**src/rtl/exec_pkg.sv**
```systemverilog
package exec_pkg;

    // ==========================================================
    // opcode patterns (upper bits of the first instruction word)
    localparam logic [6:0] OP_CALL = 7'h76;     // 1110 110s
    localparam logic [6:0] OP_ZERO = 7'h35;     // 0110 101a
    localparam logic [6:0] OP_CMPEQ = 7'h31;    // 0110 001a
    localparam logic [6:0] OP_CMPGT = 7'h32;    // 0110 010a
    localparam logic [5:0] OP_INV = 6'h07;      // 0001 11da
    localparam logic [15:0] OP_KICK = 16'h0004; // 0000 0000 0000 0100
    localparam logic [7:0] OP_GOTO = 8'hef;     // other two-word first word
    localparam logic [3:0] OP_MOVE2 = 4'hc;     // other two-word first word

    // ==========================================================
    // field positions inside a word
    localparam int BIT_SHADOW = 8;
    localparam int BIT_ACCESS = 8;
    localparam int BIT_DEST = 9;

    // ==========================================================
    // flag positions and access bank split
    localparam int FLAG_Z = 2;
    localparam int FLAG_N = 4;
    localparam int PWR_TIMEOUT = 1;
    localparam int PWR_DOWN = 0;
    localparam logic [7:0] ACCESS_SPLIT = 8'h80;
    localparam logic [3:0] ACCESS_HIGH_BANK = 4'hf;
    localparam logic [20:0] RET_OFFSET = 21'h000004;

    // ==========================================================
    // register map of the plain port (byte addresses)
    localparam logic [7:0] ADDR_ACCUM = 8'h00;
    localparam logic [7:0] ADDR_FLAGS = 8'h04;
    localparam logic [7:0] ADDR_BANK = 8'h08;
    localparam logic [7:0] ADDR_SH_ACCUM = 8'h0c;
    localparam logic [7:0] ADDR_SH_FLAGS = 8'h10;
    localparam logic [7:0] ADDR_SH_BANK = 8'h14;
    localparam logic [7:0] ADDR_PWR = 8'h18;

    // ==========================================================
    // reset values
    localparam logic [7:0] RST_BYTE = 8'h00;
    localparam logic [3:0] RST_BANK = 4'h0;
    localparam logic [1:0] RST_PWR = 2'h3;

    typedef enum {ST_EXEC, ST_CALL2, ST_SKIP, ST_SKIP2} exec_state_t;

    typedef struct packed {
        logic we;
        logic [11:0] addr;
        logic [7:0] data;
    } file_wr_t;

    typedef struct packed {
        logic push;
        logic [20:0] ret_addr;
        logic load;
        logic [20:0] target;
    } flow_t;

endpackage : exec_pkg

```
**src/rtl/call_clear_compare_exec.sv**
```systemverilog
`timescale 1ns/1ps

// Overview of operation
// RULE_01: subroutine jump pushes pc plus 4, loads 20-bit literal into pc 20:1.
// RULE_02: shadow bit 1 copies accumulator, flags, bank select into shadows.
// RULE_03: first word holds shadow bit and literal 7:0, second literal 19:8.
// RULE_04: clear-file writes zero to register, sets zero flag, one cycle.
// RULE_05: access bit 0 uses access bank, 1 uses bank select register.
// RULE_06: watchdog kick clears counter and postscaler, sets timeout and powerdown.
// RULE_07: complement-file writes inverse, updates only negative and zero flags.
// RULE_08: compares are unsigned and change no operand or flag.
// RULE_09: equal compare skips next instruction when register equals accumulator.
// RULE_10: a taken skip discards the fetched instruction as an idle cycle.
// RULE_11: compare takes one, two, or three cycles over a two-word instruction.
// RULE_12: equal compare opcode prefix is 0110 001a plus file address.
// RULE_13: greater compare opcode 0110 010a skips when register exceeds accumulator.
// RULE_14: complement destination bit 0 goes to accumulator, 1 to register.
// RULE_15: second jump cycle is idle; push and pc load come from first. The code issues push, pc load and discard together, from the ST_CALL2 cycle.
module call_clear_compare_exec
    import exec_pkg::*;
(
    input wire logic clk,
    input wire logic nrst,
    input wire logic instr_valid,
    input wire logic [15:0] instr,
    input wire logic [20:0] pc,
    input wire logic [7:0] file_rdata,
    input wire logic [7:0] bus_addr,
    input wire logic [7:0] bus_wdata,
    input wire logic bus_wr,
    input wire logic bus_rd,
    output logic [7:0] bus_rdata,
    output file_wr_t file_wr,
    output flow_t flow,
    output logic wdt_clear,
    output logic discard
);

    // ==========================================================
    // reset release
    logic rst_meta_q, rst_n_q;

    // async assert, two-flop release so every flop leaves reset together
    always_ff @(posedge clk or negedge nrst)
    begin
        if (!nrst)
        begin
            rst_meta_q <= 1'b0;
            rst_n_q <= 1'b0;
        end
        else
        begin
            rst_meta_q <= 1'b1;
            rst_n_q <= rst_meta_q;
        end
    end

    // ==========================================================
    // helpers
    function automatic logic is_two_word(input logic [15:0] w);
        is_two_word = (w[15:9] == OP_CALL) || (w[15:8] == OP_GOTO) || (w[15:12] == OP_MOVE2);
    endfunction : is_two_word

    function automatic logic [11:0] file_address(input logic [15:0] w, input logic [3:0] bank);
        logic [3:0] b;
        b = bank;
        if (!w[BIT_ACCESS]) // RULE_05
        begin
            b = (w[7:0] < ACCESS_SPLIT) ? RST_BANK : ACCESS_HIGH_BANK;
        end
        file_address = {b, w[7:0]};
    endfunction : file_address

    // ==========================================================
    // state
    exec_state_t state_q, state_d;
    logic [7:0] accum_q, accum_d, flags_q, flags_d;
    logic [3:0] bank_q, bank_d;
    logic [7:0] sh_accum_q, sh_accum_d, sh_flags_q, sh_flags_d;
    logic [3:0] sh_bank_q, sh_bank_d;
    logic [1:0] pwr_q, pwr_d;
    logic [7:0] lit_lo_q, lit_lo_d;
    logic [20:0] call_pc_q, call_pc_d;
    logic [7:0] rdata_q, rdata_d;
    file_wr_t fw_q, fw_d;
    flow_t flow_q, flow_d;
    logic kick_q, kick_d, disc_q, disc_d;
    logic [7:0] inv;

    // next-state: bus writes first, then the executing instruction overrides
    always_comb
    begin
        state_d = state_q;
        accum_d = accum_q;
        flags_d = flags_q;
        bank_d = bank_q;
        sh_accum_d = sh_accum_q;
        sh_flags_d = sh_flags_q;
        sh_bank_d = sh_bank_q;
        pwr_d = pwr_q;
        lit_lo_d = lit_lo_q;
        call_pc_d = call_pc_q;
        fw_d = '0;
        flow_d = '0;
        kick_d = 1'b0;
        disc_d = 1'b0;
        inv = ~file_rdata;
        rdata_d = RST_BYTE;
        if (bus_wr)
        begin
            case (bus_addr)
                ADDR_ACCUM: accum_d = bus_wdata;
                ADDR_FLAGS: flags_d = bus_wdata;
                ADDR_BANK: bank_d = bus_wdata[3:0];
                ADDR_PWR: pwr_d = bus_wdata[1:0];
                default: ;
            endcase
        end
        if (bus_rd)
        begin
            case (bus_addr)
                ADDR_ACCUM: rdata_d = accum_q;
                ADDR_FLAGS: rdata_d = flags_q;
                ADDR_BANK: rdata_d = {4'h0, bank_q};
                ADDR_SH_ACCUM: rdata_d = sh_accum_q;
                ADDR_SH_FLAGS: rdata_d = sh_flags_q;
                ADDR_SH_BANK: rdata_d = {4'h0, sh_bank_q};
                ADDR_PWR: rdata_d = {6'h00, pwr_q};
                default: rdata_d = RST_BYTE;
            endcase
        end
        if (instr_valid)
        begin
            case (state_q)
                ST_EXEC:
                begin
                    if (instr[15:9] == OP_CALL)
                    begin
                        lit_lo_d = instr[7:0]; // RULE_03
                        call_pc_d = pc;
                        state_d = ST_CALL2;
                        if (instr[BIT_SHADOW]) // RULE_02
                        begin
                            sh_accum_d = accum_q;
                            sh_flags_d = flags_q;
                            sh_bank_d = bank_q;
                        end
                    end
                    else if (instr[15:9] == OP_ZERO)
                    begin
                        fw_d = '{1'b1, file_address(instr, bank_q), RST_BYTE}; // RULE_04
                        flags_d[FLAG_Z] = 1'b1; // RULE_04
                    end
                    else if (instr == OP_KICK)
                    begin
                        kick_d = 1'b1; // RULE_06
                        pwr_d = RST_PWR; // RULE_06
                    end
                    else if (instr[15:10] == OP_INV)
                    begin
                        if (instr[BIT_DEST]) // RULE_14
                        begin
                            fw_d = '{1'b1, file_address(instr, bank_q), inv}; // RULE_07
                        end
                        else
                        begin
                            accum_d = inv; // RULE_14
                        end
                        flags_d[FLAG_N] = inv[7]; // RULE_07
                        flags_d[FLAG_Z] = (inv == RST_BYTE); // RULE_07
                    end
                    else if (instr[15:9] == OP_CMPEQ) // RULE_12
                    begin
                        if (file_rdata == accum_q) // RULE_09
                        begin
                            state_d = ST_SKIP; // RULE_09
                        end
                    end
                    else if (instr[15:9] == OP_CMPGT) // RULE_13
                    begin
                        if (file_rdata > accum_q) // RULE_13
                        begin
                            state_d = ST_SKIP;
                        end
                    end
                end
                ST_CALL2:
                begin
                    // second word carries literal 19:8; execute the jump now
                    flow_d.push = 1'b1; // RULE_01
                    flow_d.ret_addr = call_pc_q + RET_OFFSET; // RULE_01
                    flow_d.load = 1'b1; // RULE_15
                    flow_d.target = {instr[11:0], lit_lo_q, 1'b0}; // RULE_03
                    disc_d = 1'b1; // RULE_15
                    state_d = ST_EXEC;
                end
                ST_SKIP:
                begin
                    disc_d = 1'b1; // RULE_10
                    state_d = is_two_word(instr) ? ST_SKIP2 : ST_EXEC; // RULE_11
                end
                ST_SKIP2:
                begin
                    disc_d = 1'b1; // RULE_11
                    state_d = ST_EXEC;
                end
                default: state_d = ST_EXEC;
            endcase
        end
    end

    // registers only
    always_ff @(posedge clk or negedge rst_n_q)
    begin
        if (!rst_n_q)
        begin
            state_q <= ST_EXEC;
            accum_q <= RST_BYTE;
            flags_q <= RST_BYTE;
            bank_q <= RST_BANK;
            sh_accum_q <= RST_BYTE;
            sh_flags_q <= RST_BYTE;
            sh_bank_q <= RST_BANK;
            pwr_q <= RST_PWR;
            lit_lo_q <= RST_BYTE;
            call_pc_q <= '0;
            rdata_q <= RST_BYTE;
            fw_q <= '0;
            flow_q <= '0;
            kick_q <= 1'b0;
            disc_q <= 1'b0;
        end
        else
        begin
            state_q <= state_d;
            accum_q <= accum_d;
            flags_q <= flags_d;
            bank_q <= bank_d;
            sh_accum_q <= sh_accum_d;
            sh_flags_q <= sh_flags_d;
            sh_bank_q <= sh_bank_d;
            pwr_q <= pwr_d;
            lit_lo_q <= lit_lo_d;
            call_pc_q <= call_pc_d;
            rdata_q <= rdata_d;
            fw_q <= fw_d;
            flow_q <= flow_d;
            kick_q <= kick_d;
            disc_q <= disc_d;
        end
    end

    assign bus_rdata = rdata_q;
    assign file_wr = fw_q;
    assign flow = flow_q;
    assign wdt_clear = kick_q;
    assign discard = disc_q;

    // ==========================================================
    // checks
    logic exec_now;
    assign exec_now = instr_valid && (state_q == ST_EXEC) && !bus_wr;

    property p_call_push;
        @(posedge clk) disable iff (!rst_n_q)
        (instr_valid && state_q == ST_CALL2) |=> (flow_q.push && flow_q.ret_addr == $past(call_pc_q) + 21'h000004);
    endproperty
    a_call_push: assert property (p_call_push) else $error("return address not pc plus 4"); // RULE_01

    property p_shadow;
        @(posedge clk) disable iff (!rst_n_q)
        (exec_now && instr[15:9] == OP_CALL && instr[BIT_SHADOW]) |=> (sh_accum_q == $past(accum_q)
            && sh_bank_q == $past(bank_q));
    endproperty
    a_shadow: assert property (p_shadow) else $error("shadow copy missing"); // RULE_02

    property p_target;
        @(posedge clk) disable iff (!rst_n_q)
        (instr_valid && state_q == ST_CALL2) |=> (flow_q.target[20:9] == $past(instr[11:0])
            && flow_q.target[8:1] == $past(lit_lo_q) && !flow_q.target[0]);
    endproperty
    a_target: assert property (p_target) else $error("jump target misassembled"); // RULE_03

    property p_zero;
        @(posedge clk) disable iff (!rst_n_q)
        (exec_now && instr[15:9] == OP_ZERO) |=> (fw_q.we && fw_q.data == 8'h00 && flags_q[FLAG_Z]);
    endproperty
    a_zero: assert property (p_zero) else $error("clear-file failed"); // RULE_04

    property p_access;
        @(posedge clk) disable iff (!rst_n_q)
        (exec_now && instr[15:9] == OP_ZERO && instr[BIT_ACCESS]) |=> (fw_q.addr[11:8] == $past(bank_q));
    endproperty
    a_access: assert property (p_access) else $error("bank select ignored"); // RULE_05

    property p_kick;
        @(posedge clk) disable iff (!rst_n_q)
        (exec_now && instr == OP_KICK) |=> (wdt_clear && pwr_q == 2'h3)
            ##1 (!wdt_clear || $past(exec_now && instr == OP_KICK));
    endproperty
    a_kick: assert property (p_kick) else $error("watchdog kick wrong"); // RULE_06

    property p_inv_acc;
        @(posedge clk) disable iff (!rst_n_q)
        (exec_now && instr[15:10] == OP_INV && !instr[BIT_DEST]) |=> (accum_q == ~$past(file_rdata)
            && !fw_q.we);
    endproperty
    a_inv_acc: assert property (p_inv_acc) else $error("complement to accumulator wrong"); // RULE_14

    property p_cmp_flags;
        @(posedge clk) disable iff (!rst_n_q)
        (exec_now && (instr[15:9] == OP_CMPEQ || instr[15:9] == OP_CMPGT)) |=> (flags_q == $past(flags_q)
            && accum_q == $past(accum_q) && !fw_q.we);
    endproperty
    a_cmp_flags: assert property (p_cmp_flags) else $error("compare changed state"); // RULE_08

    property p_eq_skip;
        @(posedge clk) disable iff (!rst_n_q)
        (exec_now && instr[15:9] == OP_CMPEQ && file_rdata == accum_q) ##1 instr_valid |=> discard;
    endproperty
    a_eq_skip: assert property (p_eq_skip) else $error("equal skip missed"); // RULE_09

    property p_gt_noskip;
        @(posedge clk) disable iff (!rst_n_q)
        (exec_now && instr[15:9] == OP_CMPGT && file_rdata <= accum_q) |=> state_q == ST_EXEC;
    endproperty
    a_gt_noskip: assert property (p_gt_noskip) else $error("greater skip taken wrongly"); // RULE_13

    property p_skip2;
        @(posedge clk) disable iff (!rst_n_q)
        (instr_valid && state_q == ST_SKIP && is_two_word(instr)) ##1 instr_valid |-> discard [*2];
    endproperty
    a_skip2: assert property (p_skip2) else $error("two-word skip not three cycles"); // RULE_11

endmodule : call_clear_compare_exec

```
**config.mk**
```make
export PLATFORM = sky130hd
export DESIGN_NAME = call_clear_compare_exec
export DESIGN_NICKNAME = d
export VERILOG_FILES = /design/src/rtl/exec_pkg.sv /design/src/rtl/call_clear_compare_exec.sv
export SDC_FILE = /design/constraint.sdc
export NUM_CORES = 1
export LEC_CHECK = 0
export ABC_CLOCK_PERIOD_IN_PS = 4250
export BUFFER_PORTS_ARGS = -buffer_cell sky130_fd_sc_hd__clkbuf_2
export CAP_MARGIN = 20
export CELL_PAD_IN_SITES_DETAIL_PLACEMENT = 1
export CELL_PAD_IN_SITES_GLOBAL_PLACEMENT = 1
export CORE_AREA = 8 8 137 139
export CTS_CLUSTER_SIZE = 10
export DETAILED_ROUTE_END_ITERATION = 7
export DIE_AREA = 0 0 145 147
export PLACE_DENSITY = 0.83
export SETUP_SLACK_MARGIN = 0.2
export SYNTH_ARGS = -nofsm -noshare
export SYNTH_HDL_FRONTEND = slang
export SYNTH_SLANG_ARGS = --single-unit
```
**constraint.sdc**
```tcl
create_clock -name clk -period 4.25 [get_ports clk]
set_input_delay 0.2125 -clock clk [delete_from_list [all_inputs] [get_ports clk]]
set_output_delay 0.2125 -clock clk [all_outputs]
set_load 0.005 [all_outputs]
```
---- Yosys cells after proc, flatten, opt, wreduce, memory -nomap -nowiden ----
Cells that the tools add are included.
Widths: inputs -> output; s select.
storage, ports and cells
  bits in registers ....................... 180
  input port bits ......................... 66
  output and inout port bits .............. 75
  word-level logic and storage cells ...... 122
operators by class
  add/sub/neg operators ................... 1
  order comparisons ....................... 2
  eq/ne operators ......................... 24
  multiplexer cells ....................... 60
  bitwise operators ....................... 1
  reductions and logical operators ........ 11
operators by type and width
  kind                   number
  $mux 32                8
  $mux 21                7
  $mux 44                2
  $mux 8                 10
  $eq 32x2->1 const B    2
  $pmux 32 s2            1
  $pmux 8 s7             1
  $eq 32x1->1 const B    1
  $logic_not 32->1       1
  $eq 8x5->1 const B     3
  $add 21x3->21 const B  1
  $eq 7x6->1 const B     3
  $mux 1                 19
  $eq 16x3->1 const B    1
  $eq 8x4->1 const B     2
  $logic_not 8->1        2
  $mux 2                 8
  $ne 4x4->1 const B     3
  $mux 5                 2
  $ne 3x3->1 const B     3
  $eq 8x3->1 const B     1
  $eq 8x8->1             1
  $eq 8x8->1 const B     1
  $gt 8x8->1             1
  12 further kinds       15

---- Longest topological paths before layout ----
Gate-level depths: netlist of run 1.
  word-level depth ........................ 10
  depth in mapped cells ................... 7
  mapped depth without buffers ............ 7

---- Worst setup path after synthesis of run 1 ----
Ideal clock, no wire load.
  path kind ............................... register -> register
  start ................................... reg state_q[1]
  end ..................................... reg call_pc_q[10]
  library setup time ...................... 0.125 ns
  data arrival time ....................... 1.644 ns
  data required time ...................... 4.125 ns
  path slack .............................. 2.481 ns
  stages on the path, launching flop included .. 6
  buffers on the path ..................... 1
  period minus slack after synthesis ...... 1.769 ns
  cell sequence ........................... dfrtp_1 -> nor2_2 -> nand2_1 -> nor4_4 -> buf_2 -> mux2_2
on the way
  longest elaborated chain between the ends .. 2
RTL lines
  element                     line                            text
  start, declared             call_clear_compare_exec.sv:76   exec_state_t state_q, state_d;
  start signal, assigned      call_clear_compare_exec.sv:235  state_q <= state_d;
  $logic_not 32->1            call_clear_compare_exec.sv:134  case (state_q)
  $reduce_and 3->1 (no line)  -
  end signal, assigned        call_clear_compare_exec.sv:244  call_pc_q <= call_pc_d;
  end, declared               call_clear_compare_exec.sv:83   logic [20:0] call_pc_q, call_pc_d;
Every way passes these cells.
A chain may end at the register's enable or synchronous reset.

---- Worst setup path in the final report of run 1 ----
  start ................................... reg state_q[1]
  end ..................................... reg sh_flags_q[4]
on the way
  longest elaborated chain between the ends .. 2
RTL lines
  element                     line                            text
  $logic_not 32->1            call_clear_compare_exec.sv:134
  $reduce_and 4->1 (no line)  -
  end signal, assigned        call_clear_compare_exec.sv:240  sh_flags_q <= sh_flags_d;
  end, declared               call_clear_compare_exec.sv:79   logic [7:0] sh_accum_q, sh_accum_d, sh_flags_q, sh_flags_d;
Every way passes these cells.

==> run summary, run 1 <==
The capturing element type of the critical path is a flop. STA classifies the critical path startpoint as a flop. The critical path data arrival time came out at between 3 and 4 ns.

The synthesized area divided by synthesized cell count is approximately 12 µm². The post-DP HPWL is between 10 and 15 mm. The most common flop cell mapped by yosys is dfrtp_1. The die boundary width is between 100 and 150 µm. For this run, design rule violations remaining after detail routing come to 0. In this design, the critical path's most frequently occurring cell is nand2_1. The starting utilization of the core area is around 38%.

The clock latency on the worst-skew pair came out at 0.42 ns. The height of the die is between 100 and 150 µm. The worst hold path belongs to the class in -> reg. The share of layout cells above drive strength 1 came out at 33.53%. Summed over all cells, the static leakage comes to slightly above 4 nW. The worst pin sits at a relative slew slack of 33.84%.

The critical path goes through nor2_2 -> nand2_1 -> nor4_4 -> buf_4 -> nand2_1 -> mux2_1. The H-tree level count came out at 4. The share of the yosys chip area belonging to registers is between 50% and 60%. The number of nets at the end of the flow came out at 730. The number of nets in the synthesized netlist is ~590. Across the run, the number of max-cap violations was 0. The run finished with clean final reports. In this run, synthesis inferred 0 flip-flops with an integrated enable. The longest clock path from root to sink contains 2 buffers. The number of top-level pins is 141.

In the layout the commonest cells are dfrtp_1, clkbuf_2, nor2_1. The placement row count came out at 48. At the worst endpoint, the required time is approximately 4.6 ns. During synthesis, Yosys emitted a total of 0 warnings.

The top-area cell type share of the netlist area is about 58%. Across the routed clock network, the largest skew measured is ~0.0077 ns. The clock buffer count from CTS is 17. For the pin with the worst max-slew slack, the measured transition is 0.9924 ns. The post-synthesis compound-gate area fraction came out at 4.853%. The clock-pin slew of the registers on the worst-case setup and hold paths is 0.06 ns. The total count of hold-check failures in the final report came out at 0.

The post-CTS setup repair buffer count is 0. Leaving out fill and tap cells, the most frequent cell in the layout is dfrtp_1. The routed wire length is ~18 mm. The detail-routed via count per cell is roughly 5.0. Of the total synthesized cell area, the portion taken by AND, OR, NAND and NOR gates is between 10 and 15%. The antenna violation net count after detailed routing came out at 0. The root buffer cell chosen for the clock tree is clkbuf_16. The total number of vias came out at ~4,500. The area of the die came out at roughly 21,000 µm². The maximum number of pins on one net before global-route repair came out at between 70 and 80.

After the first detailed-routing iteration, the DRC count stood at approximately 190. The worst supply voltage drop on vdd is roughly 0.28 mV. Of all cell types, the one taking the most synthesized area is dfrtp_1. Dividing the detail-routed wire length by the instance count gives ~20 µm.

The post-synthesis mux area share came out at approximately 16%. The area overhead of the layout relative to synthesis is 24.01%. The largest fanout of any net on the critical path is 32. The post-layout minimum cycle time is about 2.8 ns. For this design the ratio of total power to cell area is 408.0 nW/µm². The worst-case hold slack came out at 0.02388 ns. The count of endpoints failing setup in the final report is 0. The total global routing overflow is 0. The fraction of synthesized cell area in xor and xnor cells is 2.219%. Counting every instance in the synthesized netlist gives between 500 and 600. Setup repair after global routing left no endpoint under its margin. The number of synthesized register bits came out at 148. The worst path uses approximately 67% of the clock period.

The path type of the worst setup path is reg -> reg. The slowest cell on the critical path is nand2_1. The number of antenna violations at the first check in global routing is 2.

Global routing used approximately 17% of the available tracks. By area, the combinational part of the netlist is dominated by multiplexers. The longest individual stage delay on the worst path came out at between 0.6 and 0.7 ns.

The placer's final routability congestion estimate came out at between 0.8 and 0.9. The core footprint came out at between 15,000 and 20,000 µm². The via count of the first global-routing pass came to 5,185. TritonCTS built the clock tree.

After Yosys synthesis, full adders, half adders and majority gates account for under 10% of the synthesized area. The final number of max-transition violations is 0. The distinct cell type count of the synthesized netlist came out at 56. The post-synthesis instance area is roughly 6300 µm². The sink count of the clock tree is 148. The first-pass GRT wire length came out at 28.96 mm. In the final timing run, aggregate negative setup slack is 0 ns.

The total iterations of the first detailed-routing run came out at 4. Summing all placed instances gives a cell area of 7227 µm². The fmax is about 350 MHz. During placement, the flow inserted port buffers numbering between 100 and 150. The total non-filler cell area in the finished layout is 7833 µm². After synthesis, the share of flip-flops with an asynchronous set or reset is 100.0%.

After synthesis, the cell types taking the most area are dfrtp_1, mux2_2, mux2i_1.
worst paths after layout:
check | startpoint | to | slack (ns) | cells past startpoint
max in group asynchronous | rst_n_q | flow[23] | 2.83 | 1
min in group asynchronous | nrst | rst_n_q | 0.11 | 2
min reg2reg | rst_meta_q | rst_n_q | 0.35 | 0
min | pc[20] | call_pc_q[20] | 0.02 | 2
max | state_q[1] | sh_flags_q[4] | 1.41 | 6
max reg2reg | state_q[1] | sh_flags_q[4] | 1.41 | 6
Yosys cell counts (5+ instances only):
master and instances:
mux2i_1 26, dfrtp_1 146, mux2_1 20, xnor2_1 7, clkbuf_1 10, nand4_1 10
mux2_2 40, buf_2 5, a21oi_1 17, ha_1 9, a22oi_1 5, nand2_1 24
o21ai_0 9, and2_1 32, nor4_1 7, inv_1 15, nand3_1 16, xor2_1 9
nor2_1 47
state kept, by name, indices dropped and copies added (netlist names), 8 cells and up:
register and count:
sh_flags_q 8, call_pc_q 21, bus_rdata 8, file_wr 21
flow 42, lit_lo_q 8, sh_accum_q 8, flags_q 8
accum_q 8
repair_timing:
action | CTS | global route
gates resized for setup | 0 | 0
hold buffers | 3 | 0
endpoints found under the hold margin | 4 | 0
cell families (layout without fill, tap and decap cells):
| logic type | after synthesis | count (layout) |
|---|---|---|
| flops | 148 | 148 |
| mux | 88 | 88 |
| fa+ha+maj | 9 | 9 |
| other cells | 2 | 3 |
| xor+xnor | 16 | 16 |
| compound gates | 48 | 48 |
| buf+inv | 35 | 191 |
| simple gates | 166 | 166 |
critical path, delay by kind of cell, from the launching register on:
kind | cells | cell delay [ns]
buf+inv | 1 | 0.40
flops | 1 | 0.44
mux | 1 | 0.54
simple gates | 4 | 1.30
metrics by stage:
stage | cells | util (%) | worst slack (ns) | total power [mW]
floorplan | 512 | - | 1.797 | 1.649
finish | 894 | 46.74 | 1.412 | 3.196
global placement | 858 | 43.13 | 1.574 | 1.733
global route | 894 | 46.74 | 1.188 | 3.321
CTS | 893 | 46.73 | 1.388 | 3.235
detailed placement | 858 | 43.13 | 1.436 | 1.752
power by group:
part | internal (mW) | switching (mW)
clock | 0.879 | 0.588
sequential | 1.46 | 0.0592
combinational | 0.0980 | 0.115
total | 2.43 | 0.762
metal layers:
metal / up-vias / global-route usage [%] / share of wire (%)
met5: - / 0 / 0.074
met4: 2 / 5.366 / 1.4
met3: 23 / 5.752 / 5.4
met2: 106 / 30.49 / 52
met1: 2286 / 19.21 / 41
li1: 2066 / - / -
layout make-up:
type | count | area (µm²)
clock inverters | 12 | 126.4
clock buffers | 20 | 446.7
fillers | 1824 | 8924
inverters | 15 | 56.30
multi-input cells | 329 | 2456
repair buffers | 144 | 753.2
well taps | 225 | 281.5
diodes | 1 | 2.502
flip-flops and latches | 148 | 3710
(Power assumes the default switching activity.)
==> inputs of run 2 (changes only) <==
ABC_AREA = 1   (was default)
ABC_CLOCK_PERIOD_IN_PS = 2500   (was 4250)
CORE_AREA = 8 8 143 145   (was 8 8 137 139)
DIE_AREA = 0 0 151 153   (was 0 0 145 147)
PLACE_DENSITY = 0.84   (was 0.83)
clock period = 2.5 ns   (was 4.25 ns; I/O delays follow)
==> run 2 against run 1 <==
Sequential share of layout area shrank 3.8 points; final cell count grew 31%; critical path depth up 3; via count increased by 30%; fmax increased by 57%; core utilization down 0.080 points; global-route usage grew 1.4 points; highest routed layer is now met4.
==> run summary, run 2 <==
The synthesized area divided by synthesized cell count was 8.953 µm² (-27%). The clock latency on the worst-skew pair came out at 0.43 ns (about the same). The antenna violation net count after detailed routing came out at 0 (unchanged).

The area overhead of the layout relative to synthesis came out at 28.50%. The hold-critical path depth is 3 (+1). The required time of the critical path is 2.84 ns (-1.71 ns). The number of violations of the max-capacitance limit came out at 0 (unchanged). The die boundary width is 151 µm (+4.1%). The share of layout cells above drive strength 1 came to 24.81% (-8.7 points). The CTS root buffer is clkbuf_16. The starting utilization of the core area came to 36.32% (-1.4 points).

The post-synthesis instance area is 6634 µm² (+5.0%). The number of synthesized register bits is 148 (unchanged). STA classifies the critical path endpoint as a flop. The kind of path behind the tightest hold check is in -> reg. The final number of max-transition violations is 0 (unchanged). The synthesized design spends more area on one cell type than any other, namely dfrtp_1. The post-DP HPWL is 14.80 mm (+14%).

The share of synthesized flip-flops with an asynchronous set or reset is 100.0% (unchanged). The worst supply voltage drop on vdd is 0.5084 mV (+82%). The average wire per standard cell is 17.69 µm (-10%).

The critical path data arrival time is 2.15 ns (-0.99 ns). The maximum buffer depth of the clock tree is 2 (unchanged). The register-to-register path setup slack came out at 0.69 ns (-0.72 ns). The clock-pin slew of the registers on the worst-case setup and hold paths was 0.07 ns (about the same).

The maximum clock skew at final layout is 0.009793 ns (+0.002060 ns). The sink count of the clock tree came out at 148 (unchanged). The total negative setup slack is 0 ns (unchanged). TritonCTS built the clock tree.

The top-area cell type share of the netlist area came out at 55.07% (-2.8 points). The distinct cell type count of the synthesized netlist came out at 37 (-34%). The worst reg2reg path depth is 9 (+3).

The slowest cell on the critical path is dfrtp_1. The critical path goes through ha_1 -> nand3_2 -> nor2_2 -> nand2_2 -> nor2_2 -> nand2_2 -> nor2_1 -> nor2_1 -> nor3_1. The number of antenna violations at the first check in global routing came out at 1 (-1).

Leaving out fill and tap cells, the most frequent cells in the layout are nand2_1, dfrtp_1, clkbuf_2. The via count of the first global-routing pass came out at 6,358 (+23%). The total number of vias was 5,809 (+30%). The number of standard cells after synthesis is 741 (+45%).

The overall power of the completed layout is 5.960 mW (+86%). The number of nets at the end of the flow was 1,001 (+37%). The number of buffer cells added on primary ports is 139 (unchanged).

The final worst-path cycle share is 72.28% (+5.5 points). Setup repair after global routing left no endpoint under its margin. The commonest cells after synthesis are nand2_1, dfrtp_1, inv_1, nor2_1, nand3_1. The H-tree level count came out at 4 (unchanged). After synthesis, the cell types taking the most area are dfrtp_1, nand2_1, nand3_1. The clock buffer count from CTS is 17 (unchanged).

The all-layer global routing usage is 18.58% (+1.4 points). Yosys instantiated no cell more often than nand2_1. The number of flip-flops under the largest register name came out at 42 (unchanged). The count of endpoints failing setup in the final report came out at 0 (unchanged). Among all flip-flop cells after synthesis, the most frequent one is dfrtp_1. The detail-routed via count per cell came out at 4.948 (-1.3%). The share of the yosys chip area belonging to registers is 55.87% (-2.8 points). The worst-margin pin slew was 0.5730 ns (-0.4194 ns). The number of nets in the synthesized netlist came out at 816 (+39%). The post-CTS setup repair buffer count is 0 (unchanged).

The number of cells after detailed placement came to 1,097 (+28%). The headroom to the max-slew limit came to 61.80% (+28 points). The placer's final routability congestion estimate is 0.7827 (-6.7%). The reported leakage power came out at 4.384 nW (+8.0%).

The first-pass GRT wire length came out at 33.79 mm (+17%). The flow ran to the end, and the final reports show no timing, DRC or antenna violations. The total count of hold-check failures in the final report is 0 (unchanged).

The post-layout minimum cycle time came out at 1.807 ns (-1.031 ns). The number of standard cells in the final layout excluding fillers came out at 1,174 (+31%). The ratio of total power to cell area was 699.2 nW/µm² (+71%).

The worst-case hold slack came out at 0.02139 ns (-0.002488 ns). The initial DRC count came out at 271 (+45%). The critical path is of the reg -> reg type.

The area of the die was 23,100 µm² (+8.4%). The number of enable-type register cells in the synthesized netlist came out at 0 (unchanged). The placement row count came out at 50 (+4.2%). The largest fanout of any net on the critical path was 5 (-84%). The maximum number of pins on one net before global-route repair came out at 63 (-18%).

The post-route DRC violation count came out at 0 (unchanged). The count of warnings emitted by yosys came out at 0 (unchanged). The routed wire length was 20.77 mm (+18%). The core footprint came to 18,270 µm² (+9.0%). The height of the die is 153 µm (+4.1%).

The total iterations of the first detailed-routing run came out at 5 (+1). The number of top-level pins is 141 (unchanged). The fmax was 553.4 MHz (+57%). The total global routing overflow came out at 0 (unchanged). STA classifies the critical path startpoint as a flop. Leaving out fill and tap cells, the most frequent cell in the layout is nand2_1. The longest individual stage delay on the worst path came out at 0.41 ns (-0.21 ns).
==> run 2: layer usage <==
| layer | share of wire, % | wire length (µm) | global-route usage [%] | vias to the layer above |
|---|---|---|---|---|
| met4 | 2.7 | 568 | 8.439 | 0 |
| met5 | 0 | 0 | 0 | - |
| met1 | 41 | 8436 | 22.06 | 2848 |
| li1 | - | - | - | 2756 |
| met2 | 51 | 10620 | 31.31 | 158 |
| met3 | 5.5 | 1145 | 4.133 | 47 |
==> run 2: layout make-up <==
cell class | count | area [µm²]
well taps | 234 | 292.8
repair buffers | 190 | 1201
clock buffers | 19 | 442.9
diodes | 1 | 2.502
inverters | 73 | 274.0
multi-input cells | 496 | 2455
fillers | 2197 | 9743
flip-flops and latches | 148 | 3710
clock inverters | 13 | 146.4
==> run 2: repair_timing <==
action | 4_1_cts | 5_1_grt
setup endpoints to repair | 0 | 0
endpoints found under the hold margin | 58 | 0
resized for setup | 0 | 0
hold buffers | 44 | 0
==> run 2: worst paths after layout <==
path,startpoint,end
max,call_pc_q[2],flow[40]
max reg2reg,call_pc_q[2],flow[40]
max in group asynchronous,rst_n_q,file_wr[5]
min reg2reg,rst_n_q,lit_lo_q[5]
min,instr[2],flow[11]
min in group asynchronous,rst_n_q,lit_lo_q[5]
==> run 2: stage by stage <==
stage          utilization, %  instance area (µm²)  setup WS, ns
2_1_floorplan               -                 6638        0.9511
3_3_place_gp            41.01                 7492        0.7491
3_5_place_dp            41.01                 7492        0.6994
4_1_cts                 46.65                 8522        0.6667
5_1_grt                 46.66                 8524        0.4338
6_report                46.66                 8524        0.6929
==> run 2: cells by family (layout without fill, tap and decap cells) <==
kind of cell,after synthesis,after routing,synth area share (%)
AO/OA/AOI/OAI,106,106,8.374
XOR/XNOR,1,1,0.1320
adder cells (fa/ha/maj),9,9,1.698
buffers and inverters,97,295,7.129
flip-flops,148,148,55.87
other,2,3,0.1132
AND/OR/NAND/NOR,378,378,26.69
==> run 2: power by group <==
group | total, mW | internal [mW] | switching [mW]
sequential | 2.66 | 2.55 | 0.118
clock | 2.56 | 1.51 | 1.05
combinational | 0.731 | 0.262 | 0.469
total | 5.96 | 4.32 | 1.64
==> run 2: worst max-delay path, delay by kind of cell, from the launching register on <==
kind | cells | cell delay (ns)
and+or+nand+nor | 8 | 1.03
DFF | 1 | 0.41
adders and majority gates | 1 | 0.28
